<file path="src/pmap_pkg.sv">
// constants and carrier types for the eight-pin port function mapper
// assumes one system clock and an active-low asynchronous reset
//
// Contract
// - software picks, per pin, which peripheral function uses it, at run time
// - code 1 makes the pin the timer7 external clock input only
// - code 2 makes the pin the external dma trigger input only
// - code 3 makes the pin the timer7 high-impedance control input
// - codes 4..10 join pin to timer7 channels 0..6, capture in, compare out
// - code 11 joins serial_a1 receive or spi slave-out; serial sets direction
// - code 12 joins serial_a1 transmit or spi slave-in; serial sets direction
// - code 13 joins serial_b1 slave enable or serial_a1 clock
// - code 14 joins serial_b1 spi slave-out or i2c clock, open drain in i2c
// - code 15 joins serial_b1 spi slave-in or i2c data, open drain in i2c
// - code 16 joins serial_b1 clock or serial_a1 slave enable
// - code 17 drives the comparator result out, no input function
// - codes 19..30 reserved: no input function, output at ground level
// - selection holds five bits only; writing all ones reads back 31
// - code 31 marks pin analog and turns its schmitt trigger off
// - after reset pins 0..5 carry serial functions, pins 6..7 none
package pmap_pkg;

   // ****************************************************************
   // sizes
   // ****************************************************************
   localparam int pin_count = 8;
   localparam int code_width = 5;
   localparam int timer_channels = 7;
   localparam int serial_lines = 6;
   localparam int sync_stages = 2;

   // ****************************************************************
   // selection codes
   // ****************************************************************
   localparam logic [4:0] map_no_function = 5'h00;
   localparam logic [4:0] map_timer7_clock_in = 5'h01;
   localparam logic [4:0] map_dma_ext_trigger = 5'h02;
   localparam logic [4:0] map_timer7_hiz_control = 5'h03;
   localparam logic [4:0] map_timer7_channel0 = 5'h04;
   localparam logic [4:0] map_timer7_channel6 = 5'h0A;
   localparam logic [4:0] map_serial_a1_receive = 5'h0B;
   localparam logic [4:0] map_serial_a1_transmit = 5'h0C;
   localparam logic [4:0] map_serial_a1_clock = 5'h0D;
   localparam logic [4:0] map_serial_b1_i2c_clock = 5'h0E;
   localparam logic [4:0] map_serial_b1_i2c_data = 5'h0F;
   localparam logic [4:0] map_serial_b1_clock = 5'h10;
   localparam logic [4:0] map_comparator_result = 5'h11;
   localparam logic [4:0] map_reserved_first = 5'h13;
   localparam logic [4:0] map_reserved_last = 5'h1E;
   localparam logic [4:0] map_analog_pin = 5'h1F;

   // ****************************************************************
   // values after reset, pin 7 first
   // ****************************************************************
   localparam logic [7:0][4:0] select_reset = {
      map_no_function, map_no_function,
      map_serial_a1_receive, map_serial_a1_transmit,
      map_serial_b1_clock, map_serial_b1_i2c_clock,
      map_serial_b1_i2c_data, map_serial_a1_clock};

   // ****************************************************************
   // carriers
   // ****************************************************************
   typedef struct packed {
      logic dout;
      logic oe;
      logic open_drain;
   } serial_drive_type;

   typedef struct packed {
      logic [6:0] compare_out;
      logic comp_result;
      serial_drive_type [5:0] serial;
   } periph_out_type;

   typedef struct packed {
      logic clock_in;
      logic hiz_in;
      logic dma_trigger;
      logic [6:0] capture_a;
      logic [5:0] serial_in;
   } periph_in_type;

   typedef struct packed {
      logic dout;
      logic oe;
      logic schmitt_off;
   } pad_drive_type;

endpackage : pmap_pkg

</file>
<file path="src/pin_route.sv">
// routing of one pin according to its selection code
// assumes a synchronised pin level and peripheral drives on the same clock
`timescale 1ns/100ps
`default_nettype none
module pin_route
   import pmap_pkg::*;
(
   // selection
   input wire logic [4:0] code,
   input wire logic port_dir,
   // peripheral side
   input wire periph_out_type periph_out,
   output periph_in_type contrib,
   // pin side
   input wire logic pin_in,
   output pad_drive_type drive
);

   logic [4:0] timer_idx;
   logic [4:0] serial_idx;
   serial_drive_type sd;

   always_comb begin
      timer_idx = code - map_timer7_channel0;
      serial_idx = code - map_serial_a1_receive;
      sd = '0;
      contrib = '0;
      drive = '0;
      drive.oe = port_dir;
      case (code) inside
         map_timer7_clock_in: begin
            contrib.clock_in = pin_in;
         end
         map_dma_ext_trigger: begin
            contrib.dma_trigger = pin_in;
         end
         map_timer7_hiz_control: begin
            contrib.hiz_in = pin_in;
         end
         [map_timer7_channel0:map_timer7_channel6]: begin
            contrib.capture_a[timer_idx[2:0]] = pin_in;
            drive.dout = periph_out.compare_out[timer_idx[2:0]];
         end
         [map_serial_a1_receive:map_serial_b1_clock]: begin
            sd = periph_out.serial[serial_idx[2:0]];
            contrib.serial_in[serial_idx[2:0]] = pin_in;
            if (sd.open_drain) begin
               drive.dout = 1'b0;
               drive.oe = sd.oe & ~sd.dout;
            end else begin
               drive.dout = sd.dout;
               drive.oe = sd.oe;
            end
         end
         map_comparator_result: begin
            drive.dout = periph_out.comp_result;
         end
         map_analog_pin: begin
            drive.oe = 1'b0;
            drive.schmitt_off = 1'b1;
         end
         default: begin
            drive.dout = 1'b0;
         end
      endcase
   end

endmodule : pin_route
`default_nettype wire

</file>
<file path="src/pin_sync.sv">
// two-flop synchroniser for the port pin levels
// assumes pins are asynchronous to the system clock
`timescale 1ns/100ps
`default_nettype none
module pin_sync
   import pmap_pkg::*;
(
   // clock and reset
   input wire logic clk,
   input wire logic rst_n,
   // levels
   input wire logic [7:0] async_in,
   output logic [7:0] sync_out
);

   logic [7:0] stage1_ff;
   logic [7:0] stage2_ff;

   always_ff @(posedge clk or negedge rst_n) begin
      if (!rst_n) begin
         stage1_ff <= 8'h00;
         stage2_ff <= 8'h00;
      end else begin
         stage1_ff <= async_in;
         stage2_ff <= stage1_ff;
      end
   end

   assign sync_out = stage2_ff;

endmodule : pin_sync
`default_nettype wire

</file>
<file path="src/port_function_mapper.sv">
// top of the eight-pin port function mapper
// assumes selection writes and port direction come from logic on MCLK
`timescale 1ns/100ps
`default_nettype none
module port_function_mapper
   import pmap_pkg::*;
(
   // clock and reset
   input wire logic MCLK,
   input wire logic RST_N,
   // selection write and read back
   input wire logic [7:0] SEL_WE,
   input wire logic [7:0] SEL_WDATA,
   output logic [7:0][4:0] SEL_RDATA,
   // normal port direction
   input wire logic [7:0] PORT_DIR,
   // peripheral side
   input wire periph_out_type PERIPH_OUT,
   output periph_in_type PERIPH_IN,
   // pins
   input wire logic [7:0] PIN_IN,
   output logic [7:0] PIN_OUT,
   output logic [7:0] PIN_OE,
   output logic [7:0] PIN_SCHMITT_OFF
);

   // ****************************************************************
   // selection registers
   // ****************************************************************
   logic [7:0][4:0] select_ff;
   logic [7:0][4:0] nxt_select;

   always_comb begin
      nxt_select = select_ff;
      for (int p = 0; p < pin_count; p++) begin
         if (SEL_WE[p]) begin
            nxt_select[p] = SEL_WDATA[4:0];
         end
      end
   end

   always_ff @(posedge MCLK or negedge RST_N) begin
      if (!RST_N) begin
         select_ff <= select_reset;
      end else begin
         select_ff <= nxt_select;
      end
   end

   assign SEL_RDATA = select_ff;

   // ****************************************************************
   // pin input synchroniser
   // ****************************************************************
   logic [7:0] pin_sync_lvl;

   pin_sync u_pin_sync (
      .clk(MCLK),
      .rst_n(RST_N),
      .async_in(PIN_IN),
      .sync_out(pin_sync_lvl)
   );

   // ****************************************************************
   // per-pin routing
   // ****************************************************************
   periph_in_type [7:0] contrib;
   pad_drive_type [7:0] drive;

   genvar g;
   generate
      for (g = 0; g < pin_count; g++) begin : g_pin
         pin_route u_route (
            .code(select_ff[g]),
            .port_dir(PORT_DIR[g]),
            .periph_out(PERIPH_OUT),
            .contrib(contrib[g]),
            .pin_in(pin_sync_lvl[g]),
            .drive(drive[g])
         );
      end
   endgenerate

   // ****************************************************************
   // output registers
   // ****************************************************************
   periph_in_type periph_in_ff;
   periph_in_type nxt_periph_in;
   logic [7:0] pin_out_ff;
   logic [7:0] pin_oe_ff;
   logic [7:0] schmitt_off_ff;
   logic [7:0] nxt_pin_out;
   logic [7:0] nxt_pin_oe;
   logic [7:0] nxt_schmitt_off;

   always_comb begin
      nxt_periph_in = '0;
      for (int p = 0; p < pin_count; p++) begin
         nxt_periph_in = nxt_periph_in | contrib[p];
         nxt_pin_out[p] = drive[p].dout;
         nxt_pin_oe[p] = drive[p].oe;
         nxt_schmitt_off[p] = drive[p].schmitt_off;
      end
   end

   always_ff @(posedge MCLK or negedge RST_N) begin
      if (!RST_N) begin
         periph_in_ff <= '0;
         pin_out_ff <= 8'h00;
         pin_oe_ff <= 8'h00;
         schmitt_off_ff <= 8'h00;
      end else begin
         periph_in_ff <= nxt_periph_in;
         pin_out_ff <= nxt_pin_out;
         pin_oe_ff <= nxt_pin_oe;
         schmitt_off_ff <= nxt_schmitt_off;
      end
   end

   assign PERIPH_IN = periph_in_ff;
   assign PIN_OUT = pin_out_ff;
   assign PIN_OE = pin_oe_ff;
   assign PIN_SCHMITT_OFF = schmitt_off_ff;

endmodule : port_function_mapper
`default_nettype wire

</file>
<file path="config.mk">
export PLATFORM = sky130hd
export DESIGN_NAME = port_function_mapper
export DESIGN_NICKNAME = d
export VERILOG_FILES = /design/src/pmap_pkg.sv /design/src/pin_route.sv /design/src/pin_sync.sv /design/src/port_function_mapper.sv
export SDC_FILE = /design/constraint.sdc
export NUM_CORES = 1
export LEC_CHECK = 0
export ABC_CLOCK_PERIOD_IN_PS = 5200
export BUFFER_PORTS_ARGS = -buffer_cell sky130_fd_sc_hd__buf_4
export CORE_ASPECT_RATIO = 0.5
export CORE_MARGIN = 3
export CORE_UTILIZATION = 45
export DETAILED_ROUTE_END_ITERATION = 10
export PLACE_DENSITY = 0.67
export SYNTH_ARGS = -nofsm -noshare
export SYNTH_HDL_FRONTEND = slang
export SYNTH_SLANG_ARGS = --single-unit
</file>
<file path="constraint.sdc">
create_clock -name MCLK -period 5.2 [get_ports MCLK]
set_input_delay 1.04 -clock MCLK [delete_from_list [all_inputs] [get_ports MCLK]]
set_output_delay 1.04 -clock MCLK [all_outputs]
set_load 0.01 [all_outputs]
</file>
# Yosys cells after proc, flatten, opt, wreduce, memory -nomap -nowiden
# Index checks and enable logic that the tools add are counted.
totals:
  ramBits: 0
  memories: 0
  rom_bits: 0
  latch_bits: 0
  ff_bits: 96
  input_bits: 60
  word_cells: 561
  output_inout_bits: 80
classes:
  reduce_logical: 32
  add_sub_neg: 16
  n_mul: 0
  shift: 0
  eq_ne: 40
  n_div: 0
  mux: 352
  bitwise: 39
  order_cmp: 64
ops:
  columns: ["op", "count"]
  rows:
  - ["6-bit two-way mux", 40]
  - ["1-bit two-way mux", 232]
  - ["7-bit two-way mux", 32]
  - ["16-bit bitwise OR", 7]
  - ["5-bit by 2-bit equality test with 1-bit output, second input constant", 16]
  - ["5-bit equality test, second input constant", 16]
  - ["3-bit binary-select mux with 3-bit select", 8]
  - ["3-bit by 4-bit < comparator with 1-bit output, second input constant", 16]
  - ["7-bit AND", 8]
  - ["6-bit AND", 8]
  - ["1-bit demux with 3-bit select", 16]
  - ["3-bit by 1-bit greater-or-equal comparator with 1-bit output, second input constant", 16]
  - ["5-bit by 1-bit equality test with 1-bit output, second input constant", 8]
  - ["5-bit by 3-bit greater-or-equal comparator with 1-bit output, second input constant", 8]
  - ["5-bit by 4-bit greater-or-equal comparator with 1-bit output, second input constant", 8]
  - ["5-bit by 4-bit <= comparator with 1-bit output, second input constant", 8]
  - ["5-bit <= comparator, second input constant", 8]
  - ["1-bit logical AND", 32]
  - ["1-bit binary-select mux with 3-bit select", 8]
  - ["3-bit two-way mux", 8]
  - ["3-bit by 2-bit subtractor with 3-bit output, second input constant", 8]
  - ["3-bit subtractor, second input constant", 8]
  - ["2-bit two-way mux", 8]
  - ["1-bit AND", 8]
  - ["1-bit inverter", 8]

# Longest topological paths before layout
# Gate-level depths: netlist of the first run.
depth:
  depth_word: 18
  ltp_mapped: 10
  ltp_nobuf: 7

# Modules after synthesis
# From an unflattened synthesis of the first run, not the netlist that was laid out.
unflattened:
  hier_cells: 847
  area_unflattened_um2: 7845.0
modules_own_cells:
  columns: ["mod", "seq_area_each_um2", "cells_each", "instances", "area_per_inst_um2"]
  rows:
  - ["pin_route at g_pin[0].u_route ...", 0.0, 83, 7, 580.6]
  - ["port_function_mapper", 2021.9, 168, 1, 2732.6]
  - ["pin_route at g_pin[7].u_route", 0.0, 82, 1, 648.1]
  - ["pin_sync", 400.4, 16, 1, 400.4]

# Least setup slack after synthesis of the first run
# OpenSTA, ideal clock, no wires.
synth_path:
  path_kind: "register -> register"
  startpoint: "register select_ff (netlist bit SEL_RDATA[15])"
  endpoint: "register periph_in_ff (netlist bit PERIPH_IN[5])"
  n_path_buf: 3
  period_less_slack_ns: 2.616
  stages_incl_launch_ff: 11
  setup_slack_ns: 2.584
  required_time_ns: 5.061
  t_arrival_ns: 2.477
  setup_ns: 0.139
  cell_sequence: "dfrtp_1 > buf_2 > buf_1 > inv_1 > ha_1 > clkbuf_1 > nor2_1 > nand2_1 > nor3_1 > a221o_1 > or4_1"
synth_lines:
  columns: ["item", "line_no", "source"]
  rows:
  - ["start: declaration", "port_function_mapper.sv:30", "logic [7:0][4:0] select_ff;"]
  - ["start signal: assignment", "port_function_mapper.sv:44", "select_ff <= select_reset;"]
  - ["start signal: assignment", "port_function_mapper.sv:46", "select_ff <= nxt_select;"]
  - ["end signal: assignment", "port_function_mapper.sv:113", "periph_in_ff <= nxt_periph_in;"]
  - ["end: declaration", "port_function_mapper.sv:87", "periph_in_type periph_in_ff;"]

==> run metrics, run 1 <==
Nets=roughly 1,000; Synth top area share=0.2567; TritonRoute pass-1 iters=6; hold_buf cts=0; syn nets=around 960; most frequent cells in the layout=buf_4 (138), nand2_1 (82), dfrtp_1 (80); Sw Share=0.3759; Lkg Pwr=around 3.9 nW; WL/cell=25.72 µm; Clock Sinks=96; dpl hpwl=approximately 22 mm; slowest library cell on the worst path=dfrtp_1; status=finished clean; main flop type after synthesis=dfrtp_1; Layout area overhead=17.52%; Max Slew Vio Count=0; ANT cells=0; Detail Route Antenna Nets=0; Max Cap Violations=0; Final setup viols=0; Post-synth ARST share=1.000; H-tree levels=3; Initial Utilization=0.4674; layout cells sized above 1=0.2461; slowest stage delay, CP=around 0.94 ns; final worst slack=about 2.0 ns; Fin. Hold Viols=0; switching pwr=0.9651 mW; Routed WL=30.40 mm; initial antenna violation count=0; FF-to-FF path depth=7; synthesized netlist cell count=roughly 860; syn avg cell area=9.025 µm²; Worst-Margin Slew=1.386 ns; CP max FO=20; worst skew pair latency=0.37 ns; Distinct cells, synth=81; Post-synth EDFFs=0; DRC=0; postcts setup bufs=0; cell area after synthesis=a little under 0.008 mm²; f_max=roughly 0.31 GHz; flop-to-flop setup slack=1.98 ns; crit path DAT=roughly 3.5 ns; RSZ-0062 raised after global routing=no; routed vias=roughly 7,700; CTS root buf=clkbuf_16; Die X=about 190 µm; Crit path depth=7; Int Power=1.602 mW; vias in the first global route=approximately 7,000; Max VDD drop=0.1685 mV; crit share post-route=0.6188; WS Path Type=flop to flop; Row Count=33; Hold WC Path Type=flop to flop; Period minus WS final=between 3 and 4 ns; Global Route Usage Sum=0.3187; worst-path cell chain=inv_1 > ha_1 > nand4bb_1 > a21boi_0 > nor3_1 > a221o_1 > or4_1; sequential area share after synthesis=0.3107; die area=0.01904 mm²; Finished Core Util=0.5494; largest delay contributor family on the critical path=flip-flops; PortBufs=136; Initial DRC Count=just over 1,000; Synth area leaders=dfrtp_1 (26%), ha_1 (5.5%), dfstp_2 (5.4%), mux2_2 (5.2%), mux2i_1 (4.7%); dominant cell type by area after synthesis=dfrtp_1; CP Capture Type=flop; I/O pins=140; Max transition margin=0.06333; Ys Warns=0; post-CTS sizing=0; skew final=approximately 0.016 ns; post-place setup slack=roughly 2.1 ns; Die Y=between 90 and 100 µm; Buf/Inv on CP=1; first-pass GRT wire length=roughly 45 mm; CP required=roughly 5.4 ns; clock power share=0.277; CP startpoint kind=flop; CORE AREA=roughly 0.017 mm²; gp weighted congestion=1.015; Hold Crit Depth=0; largest net degree at the start of global routing=52; CTS max path bufs=2; total negative slack=0 ns; commonest non-fill, non-tap cell in the layout=buf_4; PD cells=between 200 and 300 mW/mm²; Sequential Power Share=0.382; CTS Buf Count=9; GRT Residual Overflow=0; vias per inst=~6.5; clock slew at reported path FFs=around 0.070 ns; number of synthesized register bits=between 90 and 100; TritonCTS clock tree=built; Comb pwr share=0.342
==> registers in the layout (all words and copies together), names as in the netlist <==
name	flops
PERIPH_IN	16
PIN_OE	8
PIN_OUT	8
PIN_SCHMITT_OFF	8
SEL_RDATA	40
u_pin_sync.stage1_ff	8
u_pin_sync.sync_out	8
==> final timing paths <==
check	end	startpoint
max in group asynchronous	u_pin_sync.sync_out[4]$_DFF_PN0_	RST_N
max	PERIPH_IN[5]$_DFF_PN0_	SEL_RDATA[15]$_DFFE_PN0P_
min in group asynchronous	u_pin_sync.stage1_ff[2]$_DFF_PN0_	RST_N
min	u_pin_sync.sync_out[6]$_DFF_PN0_	u_pin_sync.stage1_ff[6]$_DFF_PN0_
min reg2reg	u_pin_sync.sync_out[6]$_DFF_PN0_	u_pin_sync.stage1_ff[6]$_DFF_PN0_
max reg2reg	PERIPH_IN[5]$_DFF_PN0_	SEL_RDATA[15]$_DFFE_PN0P_
==> worst register-to-register path, cell delays in order (launching register included) <==
cell       delay, ns
dfrtp_1         0.94
inv_1           0.31
ha_1            0.30
nand4bb_1       0.16
a21boi_0        0.43
nor3_1          0.18
a221o_1         0.32
or4_1           0.44
==> synthesized netlist by cell type, drive strengths merged, types with 9 or more instances <==
cell type / count
o311ai: 9
nand2b: 14
mux4: 18
o21ai: 58
o31ai: 15
and4: 9
mux2i: 37
dfstp: 16
nor3: 37
nor4: 10
mux2: 36
nand2: 82
clkbuf: 38
nand4: 18
nor2b: 25
and3: 10
o22ai: 11
ha: 34
inv: 25
nand3: 18
buf: 25
a21oi: 33
dfrtp: 80
nor2: 50
a31oi: 9
==> final cells by class <==
class | count | area, µm²
fill | 1554 | 7517
multi-input combinational | 679 | 5016
sequential | 96 | 2422
timing repair buffer | 138 | 1036
tap | 227 | 284.0
clock buffer | 10 | 239.0
inverter | 26 | 97.59
clock inverter | 6 | 68.82
==> power by group through the flow <==
stage / clock network, mW / logic (mW) / registers (mW)
after global placement: 0 / 0.844 / 0.984
after floorplan: 0 / 0.570 / 0.923
after detailed placement: 0 / 0.853 / 0.987
after CTS: 0.717 / 0.857 / 0.975
final: 0.710 / 0.877 / 0.980
after global routing: 0.758 / 0.940 / 0.997
==> logic make-up after synthesis <==
logic type	Yosys count	synth area share
AOI/OAI and AO/OA	216	0.1895
muxes	91	0.1524
xor gates and xnor gates	12	0.01541
and+or+nand+nor	326	0.2306
adders and majority gates	34	0.05456
buffers and inverters	89	0.04685
DFF	96	0.3107
==> per-layer routing <==
metal | GRT usage | routed length, µm | share of wire | vias to the layer above
li1 | - | - | - | 3452
met1 | 0.4821 | 13770 | 0.45 | 3754
met2 | 0.4202 | 11910 | 0.39 | 446
met3 | 0.1230 | 3996 | 0.13 | 63
met4 | 0.07718 | 720 | 0.024 | 0
met5 | 0 | 0 | 0 | -
==> stage by stage <==
step | std cells | hold WS (ns) | total power [mW] | cell area, µm²
6_report | 1182 | 0.3551 | 2.567 | 9164
2_1_floorplan | 864 | 0.3312 | 1.493 | 7797
3_3_place_gp | 1166 | 0.3329 | 1.828 | 8850
5_1_grt | 1182 | 0.3638 | 2.694 | 9164
3_5_place_dp | 1166 | 0.3424 | 1.841 | 8850
4_1_cts | 1182 | 0.3577 | 2.549 | 9158
(Power assumes the default switching activity.)
==> run 2: changes to the inputs <==
Settings changed: ABC_CLOCK_PERIOD_IN_PS 5200 to 2900, PLACE_DENSITY 0.67 to 0.69.
Clock period 5.2 ns to 2.9 ns, I/O delays scaled along.
==> run 2 against run 1 <==
Power is 81% higher. Count of clock-buffer cells in the layout stayed put. Sequential power is 72% higher. First-iteration DRC count is 1.6% higher. Clock power is 77% higher. Critical path depth is 2 lower. Core utilization is 1.4 points higher. Flip-flop and latch count stayed put.
==> run metrics, run 2 (synthesized netlist as in run 1, its figures left out) <==
Detail Route Antenna Nets=0 (unchanged); GRT Residual Overflow=0 (unchanged); Clock Sinks=96 (unchanged); Crit path depth=5 (-2); CTS Buf Count=9 (unchanged); Max VDD drop=0.2691 mV (+60%); final worst slack=0.1865 ns (-1.796 ns); gp weighted congestion=1.053 (+3.8%); Die Y=99.08 µm (unchanged); post-place setup slack=0.4052 ns (-1.695 ns); status=finished clean; Routed WL=30.48 mm (+0.26%); PD cells=495.9 mW/mm² (+77%); Worst-Margin Slew=0.9178 ns (-0.4683 ns); CP startpoint kind=flop; PortBufs=136 (unchanged); reg2reg end=PIN_OE[0]$_DFF_PN0_; hold_buf cts=0 (unchanged); Global Route Usage Sum=0.3195 (+0.0007439); largest net degree at the start of global routing=52 (unchanged); routed vias=7,978 (+3.4%); crit share post-route=0.9357 (+0.3169); Max Cap Violations=0 (unchanged); CTS root buf=clkbuf_16; Layout area overhead=20.47%; slowest stage delay, CP=0.74 ns (-0.20 ns); clock slew at reported path FFs=0.07 ns (about the same); Max Slew Vio Count=0 (unchanged); CORE AREA=0.01668 mm² (unchanged); die area=0.01904 mm² (unchanged); Hold WC Path Type=input pin to async pin; Area after DPL=0.009087 mm² (+2.7%); R2R Path Start=SEL_RDATA[0]$_DFFE_PN1P_; Period minus WS final=2.713 ns (-0.5042 ns); postcts setup bufs=0 (unchanged); f_max=0.3685 GHz (+19%); Initial DRC Count=1,024 (+1.6%); most frequent cells in the layout=buf_4 (167), nand2_1 (82), dfrtp_1 (80); RSZ-0062 raised after global routing=no; Nets=1,074 (+2.9%); TritonRoute pass-1 iters=8 (+2); layout cells sized above 1=0.2680 (+0.02195); FF-to-FF path depth=5 (-2); post-CTS sizing=0 (unchanged); flop-to-flop setup slack=0.19 ns (-1.80 ns); DRC=0 (unchanged); Lkg Pwr=4.041 nW (+3.8%); max reg flops=40 (unchanged); Max transition margin=0.3861 (+0.3227); total negative slack=0 ns (unchanged); Fin. Hold Viols=0 (unchanged); WL/cell=25.15 µm (-2.2%); Final setup viols=0 (unchanged); slowest library cell on the worst path=xor2_1; I/O pins=140 (unchanged); WS Path Type=flop to flop; commonest non-fill, non-tap cell in the layout=buf_4; worst-path cell chain=ha_1 > xor2_1 > o31ai_1 > a211oi_1 > a21o_1; worst skew pair latency=0.37 ns (about the same); final total power=4.659 mW (+81%); first-pass GRT wire length=45.37 mm (+1.1%); dpl hpwl=22.41 mm (+1.2%); CP required=3.21 ns (-2.22 ns); CP max FO=13 (-35%); Row Count=33 (unchanged); H-tree levels=3 (unchanged); skew final=0.01575 ns (+0.0001282 ns); vias per inst=6.583 (+0.85%); final instance area=0.009394 mm² (+2.5%); initial antenna violation count=0 (unchanged); TritonCTS clock tree=built; Buf/Inv on CP=0 (-1); CP Capture Type=flop; Initial Utilization=0.4674 (unchanged); crit path DAT=3.02 ns (-0.43 ns); vias in the first global route=7,366 (+4.2%); largest delay contributor family on the critical path=compound AO/OA/AOI/OAI gates; Die X=192.2 µm (unchanged); CTS max path bufs=2 (unchanged); ANT cells=0 (unchanged)
[run 2: layer usage]
metal,GRT usage,wire length (µm),vias up
met2,0.4294,12010,514
met3,0.1269,4098,81
met1,0.4739,13490,3860
met5,0,0,-
met4,0.07942,880,0
li1,-,-,3523
[run 2: cell type report]
class                      instances  area (µm²)
timing repair buffer             168        1274
multi-input combinational        679        5010
clock inverter                     6       67.56
clock buffer                      10       239.0
fill                            1561        7287
inverter                          26       97.59
tap                              227       284.0
sequential                        96        2422
[run 2: how the worst max path moves through the flow]
| stage | startpoint | end |
|---|---|---|
| after global routing | SEL_RDATA[5]$_DFFE_PN1P_ | PERIPH_IN[3]$_DFF_PN0_ |
| after floorplan | SEL_RDATA[15]$_DFFE_PN0P_ | PERIPH_IN[5]$_DFF_PN0_ |
| final | SEL_RDATA[0]$_DFFE_PN1P_ | PIN_OE[0]$_DFF_PN0_ |
| after CTS | SEL_RDATA[5]$_DFFE_PN1P_ | PERIPH_IN[3]$_DFF_PN0_ |
| after global placement | SEL_RDATA[25]$_DFFE_PN1P_ | PERIPH_IN[2]$_DFF_PN0_ |
| after detailed placement | SEL_RDATA[5]$_DFFE_PN1P_ | PERIPH_IN[3]$_DFF_PN0_ |
[run 2: worst reg2reg max path, stage by stage, from the launching register on]
cell      delay, ns
dfstp_2        0.62
ha_1           0.23
xor2_1         0.74
o31ai_1        0.33
a211oi_1       0.58
a21o_1         0.15
[run 2: per-stage QoR]
step	utilization	instances	hold slack, ns
6_report	0.5632	1212	0.2248
5_1_grt	0.5632	1212	0.2750
3_3_place_gp	0.5448	1196	0.3333
4_1_cts	0.5632	1212	0.2490
2_1_floorplan	-	864	0.2844
3_5_place_dp	0.5448	1196	0.3372
[run 2: report_power, final]
group	internal [mW]	total (mW)	leakage [nW]	switching [mW]
registers	1.49	1.69	1.17	0.198
clock network	0.696	1.26	0.145	0.564
logic	0.742	1.71	2.73	0.970
